`config.mk`:
```
export PLATFORM = sky130hd
export DESIGN_NAME = gated_pulse_counter
export DESIGN_NICKNAME = d
export VERILOG_FILES = /design/src/gated_pulse_counter_pkg.sv /design/src/pin_edge_sync.sv /design/src/gated_pulse_counter.sv
export VERILOG_INCLUDE_DIRS = /design/src /design/src/src
export SDC_FILE = /design/constraint.sdc
export NUM_CORES = 1
export LEC_CHECK = 0
export BUFFER_PORTS_ARGS = -buffer_cell sky130_fd_sc_hd__buf_2
export CAP_MARGIN = 0
export CORE_UTILIZATION = 30
export CTS_CLUSTER_DIAMETER = 80
export CTS_CLUSTER_SIZE = 16
export DETAILED_ROUTE_END_ITERATION = 8
export PLACE_DENSITY = 0.5
export SETUP_SLACK_MARGIN = 0.2
export SYNTH_ARGS = -nofsm -noshare
export SYNTH_HDL_FRONTEND = slang
export SYNTH_HIERARCHICAL = 1
export SYNTH_SLANG_ARGS = --single-unit
```
`constraint.sdc`:
```
create_clock -name core_clk_i -period 7 [get_ports core_clk_i]
set_input_delay 1.05 -clock core_clk_i [delete_from_list [all_inputs] [get_ports core_clk_i]]
set_output_delay 1.05 -clock core_clk_i [all_outputs]
set_load 0.005 [all_outputs]
```
`src/gated_pulse_counter_map.svh`:
```
// Register indices, field positions and reset values of the gated pulse counter
`ifndef GATED_PULSE_COUNTER_MAP_SVH
`define GATED_PULSE_COUNTER_MAP_SVH

// Register indices; byte address is four times the index
`define IDX_W 10
`define IDX_COUNTER_STATUS 10'h140
`define IDX_COUNTER_COMMAND 10'h141
`define IDX_PRESCALER 10'h144
`define IDX_UPPER_LIMIT 10'h145
`define IDX_CURRENT_COUNT 10'h146
`define IDX_IRQ_MASK 10'h148
`define IDX_IRQ_STATUS 10'h149

// Bus geometry
`define ADR_W 12
`define ADR_IDX_LSB 2
`define DAT_W 32
`define SEL_W 4

// Counter status fields
`define STAT_LIMIT_BIT 1

// Command fields
`define CMD_RUN_ENABLE 2'b10
`define CMD_RUN_OFF 2'b00
`define CMD_W 8

// Interrupt status and mask fields
`define IRQ_W 2
`define IRQ_LIMIT_BIT 0
`define IRQ_WRAP_BIT 1

// Widths and reset values
`define CNT_W 32
`define PRESC_W 8
`define CMD_RESET 8'h00
`define PRESC_RESET 8'h00
`define LIMIT_RESET 32'h0000_0000
`define COUNT_RESET 32'h0000_0000
`define COUNT_MAX 32'hffff_ffff
`define IRQ_RESET 2'h0
`define BYTE_ZERO 8'h00
`define WORD_ZERO 32'h0000_0000
`define BYTE_W 8
`define COUNT_STEP 32'h0000_0001
`define PRESC_STEP 8'h01

`endif

```
`src/gated_pulse_counter_pkg.sv`:
```
// Types shared by the gated pulse counter files
package gated_pulse_counter_pkg;

   // Command byte as software writes it
   typedef struct packed {
      logic status_clear;
      logic limit_enable;
      logic gate_high;
      logic rising_edge;
      logic unused3;
      logic gate_enable;
      logic [1:0] run;
   } command_t;

   // Synchronised pin with its edge pulses
   typedef struct packed {
      logic level;
      logic rise;
      logic fall;
   } pin_edges_t;

endpackage

```
`src/pin_edge_sync.sv`:
```
// Two-stage synchroniser with edge detection for one input pin
`timescale 1ns/1ps
`include "gated_pulse_counter_map.svh"

module pin_edge_sync
   import gated_pulse_counter_pkg::*;
(
   input wire logic core_clk_i,
   input wire logic reset_i,
   input wire logic pin_i,
   output pin_edges_t edges_o
);

   logic meta_q;
   logic sync_q;
   logic last_q;

   // First stage feeds only the second stage
   always_ff @(posedge core_clk_i or posedge reset_i)
   begin
      if (reset_i)
      begin
         meta_q <= 1'b0;
         sync_q <= 1'b0;
      end
      else
      begin
         meta_q <= pin_i;
         sync_q <= meta_q;
      end
   end

   always_ff @(posedge core_clk_i or posedge reset_i)
   begin
      if (reset_i)
         last_q <= 1'b0;
      else
         last_q <= sync_q;
   end

   always_comb
   begin
      edges_o.level = sync_q;
      edges_o.rise = sync_q & ~last_q;
      edges_o.fall = ~sync_q & last_q;
   end

endmodule

```
`src/gated_pulse_counter.sv`:
```
// Gated pulse counter with classic Wishbone register slave
//
// Summary of operation
// - Status bit 1 flags upper limit exceeded
// - Status read-only; only command clears limit flag
// - Run bits 1/0 count; others zero count
// - Count plus one per qualifying edge
// - Command bit 4 picks falling or rising
// - Command bit 2 enables gate input
// - Command bit 5 picks gate active level
// - Command bit 6 limit mode, wraps zero
// - Command bit 7 clears limit flag
// - Prescaler N counts every N pulses; zero stops
// - Readable 32-bit count, writable 32-bit limit
//
// The Wishbone register port was chosen for this implementation.
`timescale 1ns/1ps
`include "gated_pulse_counter_map.svh"

module gated_pulse_counter
   import gated_pulse_counter_pkg::*;
(
   input wire logic core_clk_i,
   input wire logic reset_i,
   input wire logic wb_cyc_i,
   input wire logic wb_stb_i,
   input wire logic wb_we_i,
   input wire logic [`ADR_W-1:0] wb_adr_i,
   input wire logic [`SEL_W-1:0] wb_sel_i,
   input wire logic [`DAT_W-1:0] wb_dat_i,
   output logic [`DAT_W-1:0] wb_dat_o,
   output logic wb_ack_o,
   input wire logic count_pulse_input_i,
   input wire logic gate_level_input_i,
   output logic irq_o
);

   // Byte-lane merge for a 32-bit register
   function automatic logic [`DAT_W-1:0] merge_lanes(
      input logic [`DAT_W-1:0] old_val,
      input logic [`DAT_W-1:0] new_val,
      input logic [`SEL_W-1:0] sel
   );
      logic [`DAT_W-1:0] res;
      res = old_val;
      for (int i = 0; i < `SEL_W; i++)
      begin
         if (sel[i])
            res[i*`BYTE_W +: `BYTE_W] = new_val[i*`BYTE_W +: `BYTE_W];
      end
      return res;
   endfunction

   // Register index from a byte address
   function automatic logic [`IDX_W-1:0] reg_index(
      input logic [`ADR_W-1:0] adr
   );
      return adr[`ADR_W-1:`ADR_IDX_LSB];
   endfunction

   // Committed access to one register; byte-wide ones need lane 0
   function automatic logic reg_hit(
      input logic commit,
      input logic [`IDX_W-1:0] at,
      input logic [`IDX_W-1:0] target,
      input logic lane_ok
   );
      return commit & lane_ok & (at == target);
   endfunction

   pin_edges_t pulse_edges;
   pin_edges_t gate_edges;

   command_t command_q;
   logic [`PRESC_W-1:0] presc_q;
   logic [`CNT_W-1:0] limit_q;
   logic [`CNT_W-1:0] count_q;
   logic [`CNT_W-1:0] count_d;
   logic [`PRESC_W-1:0] pre_cnt_q;
   logic [`PRESC_W-1:0] pre_cnt_d;
   logic [`PRESC_W-1:0] pre_next;
   logic limit_flag_q;
   logic [`IRQ_W-1:0] irq_mask_q;
   logic [`IRQ_W-1:0] irq_stat_q;
   logic [`IRQ_W-1:0] irq_events;
   logic [`IRQ_W-1:0] irq_reported;
   logic ack_q;
   logic [`DAT_W-1:0] rdata_q;
   logic [`DAT_W-1:0] rdata_d;

   logic bus_req;
   logic wr_commit;
   logic rd_commit;
   logic [`IDX_W-1:0] idx;
   logic lane0;

   logic running;
   logic gate_open;
   logic edge_seen;
   logic qualified;
   logic step;
   logic limit_hit;
   logic endless_wrap;
   logic cmd_write;
   logic presc_write;
   logic limit_write;
   logic mask_write;
   logic stat_read;
   command_t cmd_wdata;
   logic gate_active;
   logic at_limit;
   logic at_max;

   // Pin synchronisers; pins come from outside the clock domain
   pin_edge_sync pulse_sync (
      .core_clk_i(core_clk_i),
      .reset_i(reset_i),
      .pin_i(count_pulse_input_i),
      .edges_o(pulse_edges)
   );

   pin_edge_sync gate_sync (
      .core_clk_i(core_clk_i),
      .reset_i(reset_i),
      .pin_i(gate_level_input_i),
      .edges_o(gate_edges)
   );

   // Bus decode
   always_comb
   begin
      bus_req = wb_cyc_i & wb_stb_i;
      idx = reg_index(wb_adr_i);
      lane0 = wb_sel_i[0];
      // Writes and read side effects land on the ack edge only
      wr_commit = bus_req & ack_q & wb_we_i;
      rd_commit = bus_req & ack_q & ~wb_we_i;
      // Byte-wide registers only take lane 0
      cmd_write = reg_hit(wr_commit, idx, `IDX_COUNTER_COMMAND, lane0);
      presc_write = reg_hit(wr_commit, idx, `IDX_PRESCALER, lane0);
      limit_write = reg_hit(wr_commit, idx, `IDX_UPPER_LIMIT, 1'b1);
      mask_write = reg_hit(wr_commit, idx, `IDX_IRQ_MASK, lane0);
      stat_read = reg_hit(rd_commit, idx, `IDX_IRQ_STATUS, 1'b1);
      cmd_wdata = command_t'(wb_dat_i[`CMD_W-1:0]);
   end

   // Ack one cycle after the request, dropped the cycle after
   // One wait state lets read data come from a register
   always_ff @(posedge core_clk_i or posedge reset_i)
   begin
      if (reset_i)
         ack_q <= 1'b0;
      else
         ack_q <= bus_req & ~ack_q;
   end

   // Command register, write only
   always_ff @(posedge core_clk_i or posedge reset_i)
   begin
      if (reset_i)
         command_q <= `CMD_RESET;
      else if (cmd_write)
         command_q <= cmd_wdata;
   end

   // Prescaler register
   always_ff @(posedge core_clk_i or posedge reset_i)
   begin
      if (reset_i)
         presc_q <= `PRESC_RESET;
      else if (presc_write)
         presc_q <= wb_dat_i[`PRESC_W-1:0];
   end

   // Upper limit register
   always_ff @(posedge core_clk_i or posedge reset_i)
   begin
      if (reset_i)
         limit_q <= `LIMIT_RESET;
      else if (limit_write)
         limit_q <= merge_lanes(limit_q, wb_dat_i, wb_sel_i);
   end

   // Interrupt mask register
   always_ff @(posedge core_clk_i or posedge reset_i)
   begin
      if (reset_i)
         irq_mask_q <= `IRQ_RESET;
      else if (mask_write)
         irq_mask_q <= wb_dat_i[`IRQ_W-1:0];
   end

   // Qualification of pulse edges
   always_comb
   begin
      running = (command_q.run == `CMD_RUN_ENABLE);
      // Rising or falling edge per bit 4
      edge_seen = command_q.rising_edge ? pulse_edges.rise : pulse_edges.fall;
      // Gate compares synchronised level against selected level
      gate_active = (gate_edges.level == command_q.gate_high);
      gate_open = ~command_q.gate_enable | gate_active;
      // Zero prescaler drops pulses altogether
      qualified = running & edge_seen & gate_open & (presc_q != `PRESC_RESET);
   end

   // Prescaler step decision
   always_comb
   begin
      pre_next = pre_cnt_q + `PRESC_STEP;
      // Compare with >= so a lowered prescaler still steps
      step = qualified & (pre_next >= presc_q);
      pre_cnt_d = pre_cnt_q;
      if (~running)
         pre_cnt_d = `PRESC_RESET;
      else if (step)
         pre_cnt_d = `PRESC_RESET;
      else if (qualified)
         pre_cnt_d = pre_next;
   end

   always_ff @(posedge core_clk_i or posedge reset_i)
   begin
      if (reset_i)
         pre_cnt_q <= `PRESC_RESET;
      else
         pre_cnt_q <= pre_cnt_d;
   end

   // Count value update
   always_comb
   begin
      // Exceeding means stepping past the limit value
      // A limit lowered below the count wraps at the next step
      at_limit = (count_q >= limit_q);
      at_max = (count_q == `COUNT_MAX);
      limit_hit = step & command_q.limit_enable & at_limit;
      endless_wrap = step & ~command_q.limit_enable & at_max;
      count_d = count_q;
      if (~running)
         count_d = `COUNT_RESET;
      else if (limit_hit)
         count_d = `COUNT_RESET;
      else if (step)
         count_d = count_q + `COUNT_STEP;
   end

   always_ff @(posedge core_clk_i or posedge reset_i)
   begin
      if (reset_i)
         count_q <= `COUNT_RESET;
      else
         count_q <= count_d;
   end

   // Limit-exceeded flag; a hit in the clearing cycle wins
   always_ff @(posedge core_clk_i or posedge reset_i)
   begin
      if (reset_i)
         limit_flag_q <= 1'b0;
      else if (limit_hit)
         limit_flag_q <= 1'b1;
      else if (cmd_write & cmd_wdata.status_clear)
         limit_flag_q <= 1'b0;
   end

   // Interrupt events
   always_comb
   begin
      irq_events = `IRQ_RESET;
      irq_events[`IRQ_LIMIT_BIT] = limit_hit;
      irq_events[`IRQ_WRAP_BIT] = endless_wrap;
      // Clear only what the read returned; later events must survive
      irq_reported = rdata_q[`IRQ_W-1:0];
   end

   // Sticky interrupt status, cleared by reading it; events win
   always_ff @(posedge core_clk_i or posedge reset_i)
   begin
      if (reset_i)
         irq_stat_q <= `IRQ_RESET;
      else if (stat_read)
         irq_stat_q <= (irq_stat_q & ~irq_reported) | irq_events;
      else
         irq_stat_q <= irq_stat_q | irq_events;
   end

   always_comb
   begin
      irq_o = |(irq_stat_q & irq_mask_q);
   end

   // Read data mux; unmapped and write-only read as zero
   always_comb
   begin
      rdata_d = `WORD_ZERO;
      unique case (idx)
         `IDX_COUNTER_STATUS:
         begin
            rdata_d[`STAT_LIMIT_BIT] = limit_flag_q;
         end
         `IDX_PRESCALER:
         begin
            rdata_d[`PRESC_W-1:0] = presc_q;
         end
         `IDX_UPPER_LIMIT:
         begin
            rdata_d = limit_q;
         end
         `IDX_CURRENT_COUNT:
         begin
            rdata_d = count_q;
         end
         `IDX_IRQ_MASK:
         begin
            rdata_d[`IRQ_W-1:0] = irq_mask_q;
         end
         `IDX_IRQ_STATUS:
         begin
            rdata_d[`IRQ_W-1:0] = irq_stat_q;
         end
         default:
         begin
            rdata_d = `WORD_ZERO;
         end
      endcase
   end

   // Read data sampled on the request edge, held through ack
   always_ff @(posedge core_clk_i or posedge reset_i)
   begin
      if (reset_i)
         rdata_q <= `WORD_ZERO;
      else if (bus_req & ~ack_q & ~wb_we_i)
         rdata_q <= rdata_d;
   end

   always_comb
   begin
      wb_ack_o = ack_q;
      wb_dat_o = rdata_q;
   end

endmodule

```
==> results.md <==
Synth:
- The number of instances in the synthesized netlist is ~730.
- The post-synthesis instance area is approximately 0.007 mm2.
- Averaged over all synthesized cells, the footprint is about 9.8 um2.
- Yosys printed 6 warnings.
- The number of nets handed over by synthesis was 823.

Clocking:
- The later-pin clock latency in the skew report is around 420 ps.
- The clock tree from TritonCTS is yes.
- In this run the number of H-tree levels came out at 4.
- Clock tree synthesis found a total of 129 sinks.
- The post-cts repair resize count is 0.
- Hold repair after CTS inserted 0 buffers.
- Clock tree synthesis inserted a total of 17 buffers.
- The root buffer cell is sky130_fd_sc_hd__clkbuf_16.
- The CTS clock-pin slew for the worst setup and hold paths is 60 ps.
- The buffer count from post-CTS setup fixing is 0.
- No sink is reached through more buffers than the 2 on the longest clock path.

Worst setup path:
- In this run the critical register-to-register path is launched from pre_cnt_q[0].
- At the worst endpoint, the required time is about 7300 ps.
- Counting stages on the worst path, the most repeated cell is sky130_fd_sc_hd__nor2_1.
- The worst setup path is captured at a flip-flop.
- The setup slack on the worst flop-to-flop path is 3010 ps.
- STA classifies the critical path startpoint as a flip-flop.
- The endpoint identified for the worst register-to-register timing path is count_q[27].
- The maximum net fanout on the critical path is 17.
- The critical-path cell with the highest stage delay is sky130_fd_sc_hd__nand3_1.
- The total buffers and inverters traversed by the critical path is 1.
- Grouping stages by cell kind, the critical path spends the most delay in simple AND/OR/NAND/NOR gates.
- The worst path arrival time is between 4000 and 5000 ps.
- The signal on the critical path passes through ha_1 -> nand3_1 -> nor2_1 -> xor2_1 -> ha_1 -> nand4_1 -> nor2_1 -> a221oi_1 -> buf_4 -> nor2_1 -> nand3_1 -> o311ai_0.
- By startpoint and endpoint, the worst setup path is classified as reg2reg.
- The stage delay of the slowest cell on the critical path is roughly 730 ps.
- The depth of the worst register-to-register path is 12.
- In this run the number of cells on the critical path is 12.

Placed design:
- The routability congestion estimate is between 0.7 and 0.8.
- The count of buffers inserted at the top-level ports is 86.
- The post-placement setup slack is ~3000 ps.
- The half-perimeter wire length after placement is 13.33 mm.

Floorplan:
- Row generation in the floorplan step produced 55 rows.
- The die outline area is roughly 0.024 mm2.
- approximately 90 I/O pins were placed.
- The floorplan die height is roughly 160 um.
- The width of the chip is 156.0 um.
- The total area inside the core boundary comes to approximately 0.023 mm2.
- The starting density of the core is a little under a third.

STA:
- The clock skew is about 12 ps.
- The maximum operating frequency is 0.2507 GHz.
- The summed negative setup slack over all endpoints is 0 ps.
- The final count of negative-setup-slack endpoints is 0.
- The worst pin sits at a relative slew slack of between 20% and 30%.
- The total count of hold-check failures in the final report was 0.
- The slew at the pin closest to its max-slew limit is 1126 ps.
- The final worst setup slack is between 3000 and 4000 ps.
- The shortest period the worst path allows is between 3000 and 4000 ps.
- Setup repair after global routing left no endpoint under its margin.
- The post-route clock period utilization is 56.97%.
- The final count of pins violating max slew is 0.

Routing:
- The detailed router's first-iteration violation count is ~350.
- The average wire per standard cell is around 17 um.
- The total via count in the routed design is roughly 5900.
- The via count normalized by instance count is about 5.2.
- The remaining number of nets flagged by the antenna check after routing is 0.
- In the routed design, unresolved DRC markers number 0.
- The total routed wirelength is around 19 mm.
- Before antenna repair, the detailed router went through 6 iterations.

Layout:
- The fill cell total of the finished layout is between 2000 and 2500.
- In the final layout, the share of cells above drive strength 1 is 22.83%.
- In the final design database the tool counted just over 900 nets.
- In the final layout, the multi-input gates occupy 0.003593 mm2.
- The most common library cell in the layout ignoring fill and taps is sky130_fd_sc_hd__dfrtp_1.
- The antenna diode count is 0.
- In the layout the commonest cells are 129 x sky130_fd_sc_hd__dfrtp_1, 86 x sky130_fd_sc_hd__buf_2, 71 x sky130_fd_sc_hd__nand2_1.
- Compared with the post-synthesis result, the final layout area differs by 18.28%.
- The combined flip-flop and latch cell area is about 0.0032 mm2.

Worst hold path:
- In this run the worst hold path is classified as reg2reg.
- The worst hold path begins at gate_sync/meta_q.
- The endpoint with the worst hold slack is gate_sync/sync_q.
- The cell depth of the worst min-delay path is 0.

Global route:
- The met3 usage is a little over 3%.
- The via count of the first global-routing pass was just under 6000.
- Entering global routing, the biggest net connects just over 70 pins.
- The global routing usage summed across all routing layers is between 15 and 20%.
- The layer flagged by global routing as most heavily used is met2.
- The number of antenna violations at the first check in global routing is 0.
- The first global-routing pass estimated ~32 mm of wire.
- The met2 global-route usage is between 20% and 30%.
- The met1 track utilization from global routing is 22.59%.
- Global routing finished with a remaining overflow of 0.

Power:
- The worst-case IR drop observed on VDD is between 0.1 and 0.15 mV.
- The leakage power total is ~3.7 nW.
- In this run the power density over the cells is approximately 200 mW/mm2.

Flow run:
- The number of violations of the max-capacitance limit is 0.

Outcome:
- The flow ran to the end, and the final reports show no timing, DRC or antenna violations.
per-layer routing:
metal / wire (um) / vias to the layer above / share of wire [%]
met5: 0 / - / 0
met4: 259 / 0 / 1.4
met3: 757 / 19 / 4.0
met2: 8699 / 128 / 46
met1: 9238 / 2902 / 49
li1: - / 2838 / -
stage by stage:
step	util, %	total power [mW]	area [um2]	cells	hold WS [ps]
3_5_place_dp	34.39	0.9157	7905	1102	336.4
5_1_grt	36.62	1.763	8418	1132	356.0
4_1_cts	36.62	1.716	8418	1132	349.9
6_report	36.62	1.693	8418	1132	347.4
3_3_place_gp	34.39	0.9139	7905	1102	332.3
2_1_floorplan	-	0.8543	7117	726	331.2
state kept, by name, summed over array words and instances (netlist names):
| register | flops |
|---|---|
| wb_ack_o | 1 |
| limit_flag_q | 1 |
| gate_sync/sync_q | 1 |
| pulse_sync/meta_q | 1 |
| pulse_sync/last_q | 1 |
| gate_sync/meta_q | 1 |
| pre_cnt_q | 8 |
| limit_q | 32 |
| presc_q | 8 |
| pulse_sync/sync_q | 1 |
| count_q | 32 |
| command_q | 6 |
| irq_stat_q | 2 |
| irq_mask_q | 2 |
| wb_dat_o | 32 |
how the worst max path moves through the flow:
stage	endpoint	slack, ps	from
after floorplan	command_q[0]	2650	reset_i
final	count_q[27]	3010	pre_cnt_q[0]
after global placement	count_q[7]	3080	pre_cnt_q[0]
after global routing	count_q[27]	2530	pre_cnt_q[0]
after detailed placement	count_q[27]	3020	pre_cnt_q[0]
after CTS	count_q[27]	2990	pre_cnt_q[0]
report_power, final:
group / leakage [nW] / switching [mW] / internal, mW
combinational: 1.80 / 0.0577 / 0.0486
clock: 0.241 / 0.338 / 0.457
sequential: 1.70 / 0.0162 / 0.776
total: 3.73 / 0.412 / 1.28
worst register-to-register path: stages, from the launching register on:
cell                       delay (ps)
sky130_fd_sc_hd__dfrtp_1          420
sky130_fd_sc_hd__ha_1             230
sky130_fd_sc_hd__nand3_1          180
sky130_fd_sc_hd__nor2_1           180
sky130_fd_sc_hd__xor2_1           110
sky130_fd_sc_hd__ha_1             300
sky130_fd_sc_hd__nand4_1           80
sky130_fd_sc_hd__nor2_1           140
sky130_fd_sc_hd__a221oi_1         200
sky130_fd_sc_hd__buf_4            240
sky130_fd_sc_hd__nor2_1           510
sky130_fd_sc_hd__nand3_1          730
sky130_fd_sc_hd__o311ai_0         550
area by class of cell:
| type | count | area share (%) |
|---|---|---|
| multi-input cells | 515 | 42.69 |
| flip-flops and latches | 129 | 38.35 |
| repair buffers | 96 | 6.005 |
| clock buffers | 21 | 5.351 |
| well taps | 313 | 4.652 |
| inverters | 49 | 2.215 |
| clock inverters | 9 | 0.7432 |
(Power assumes the default switching activity.)
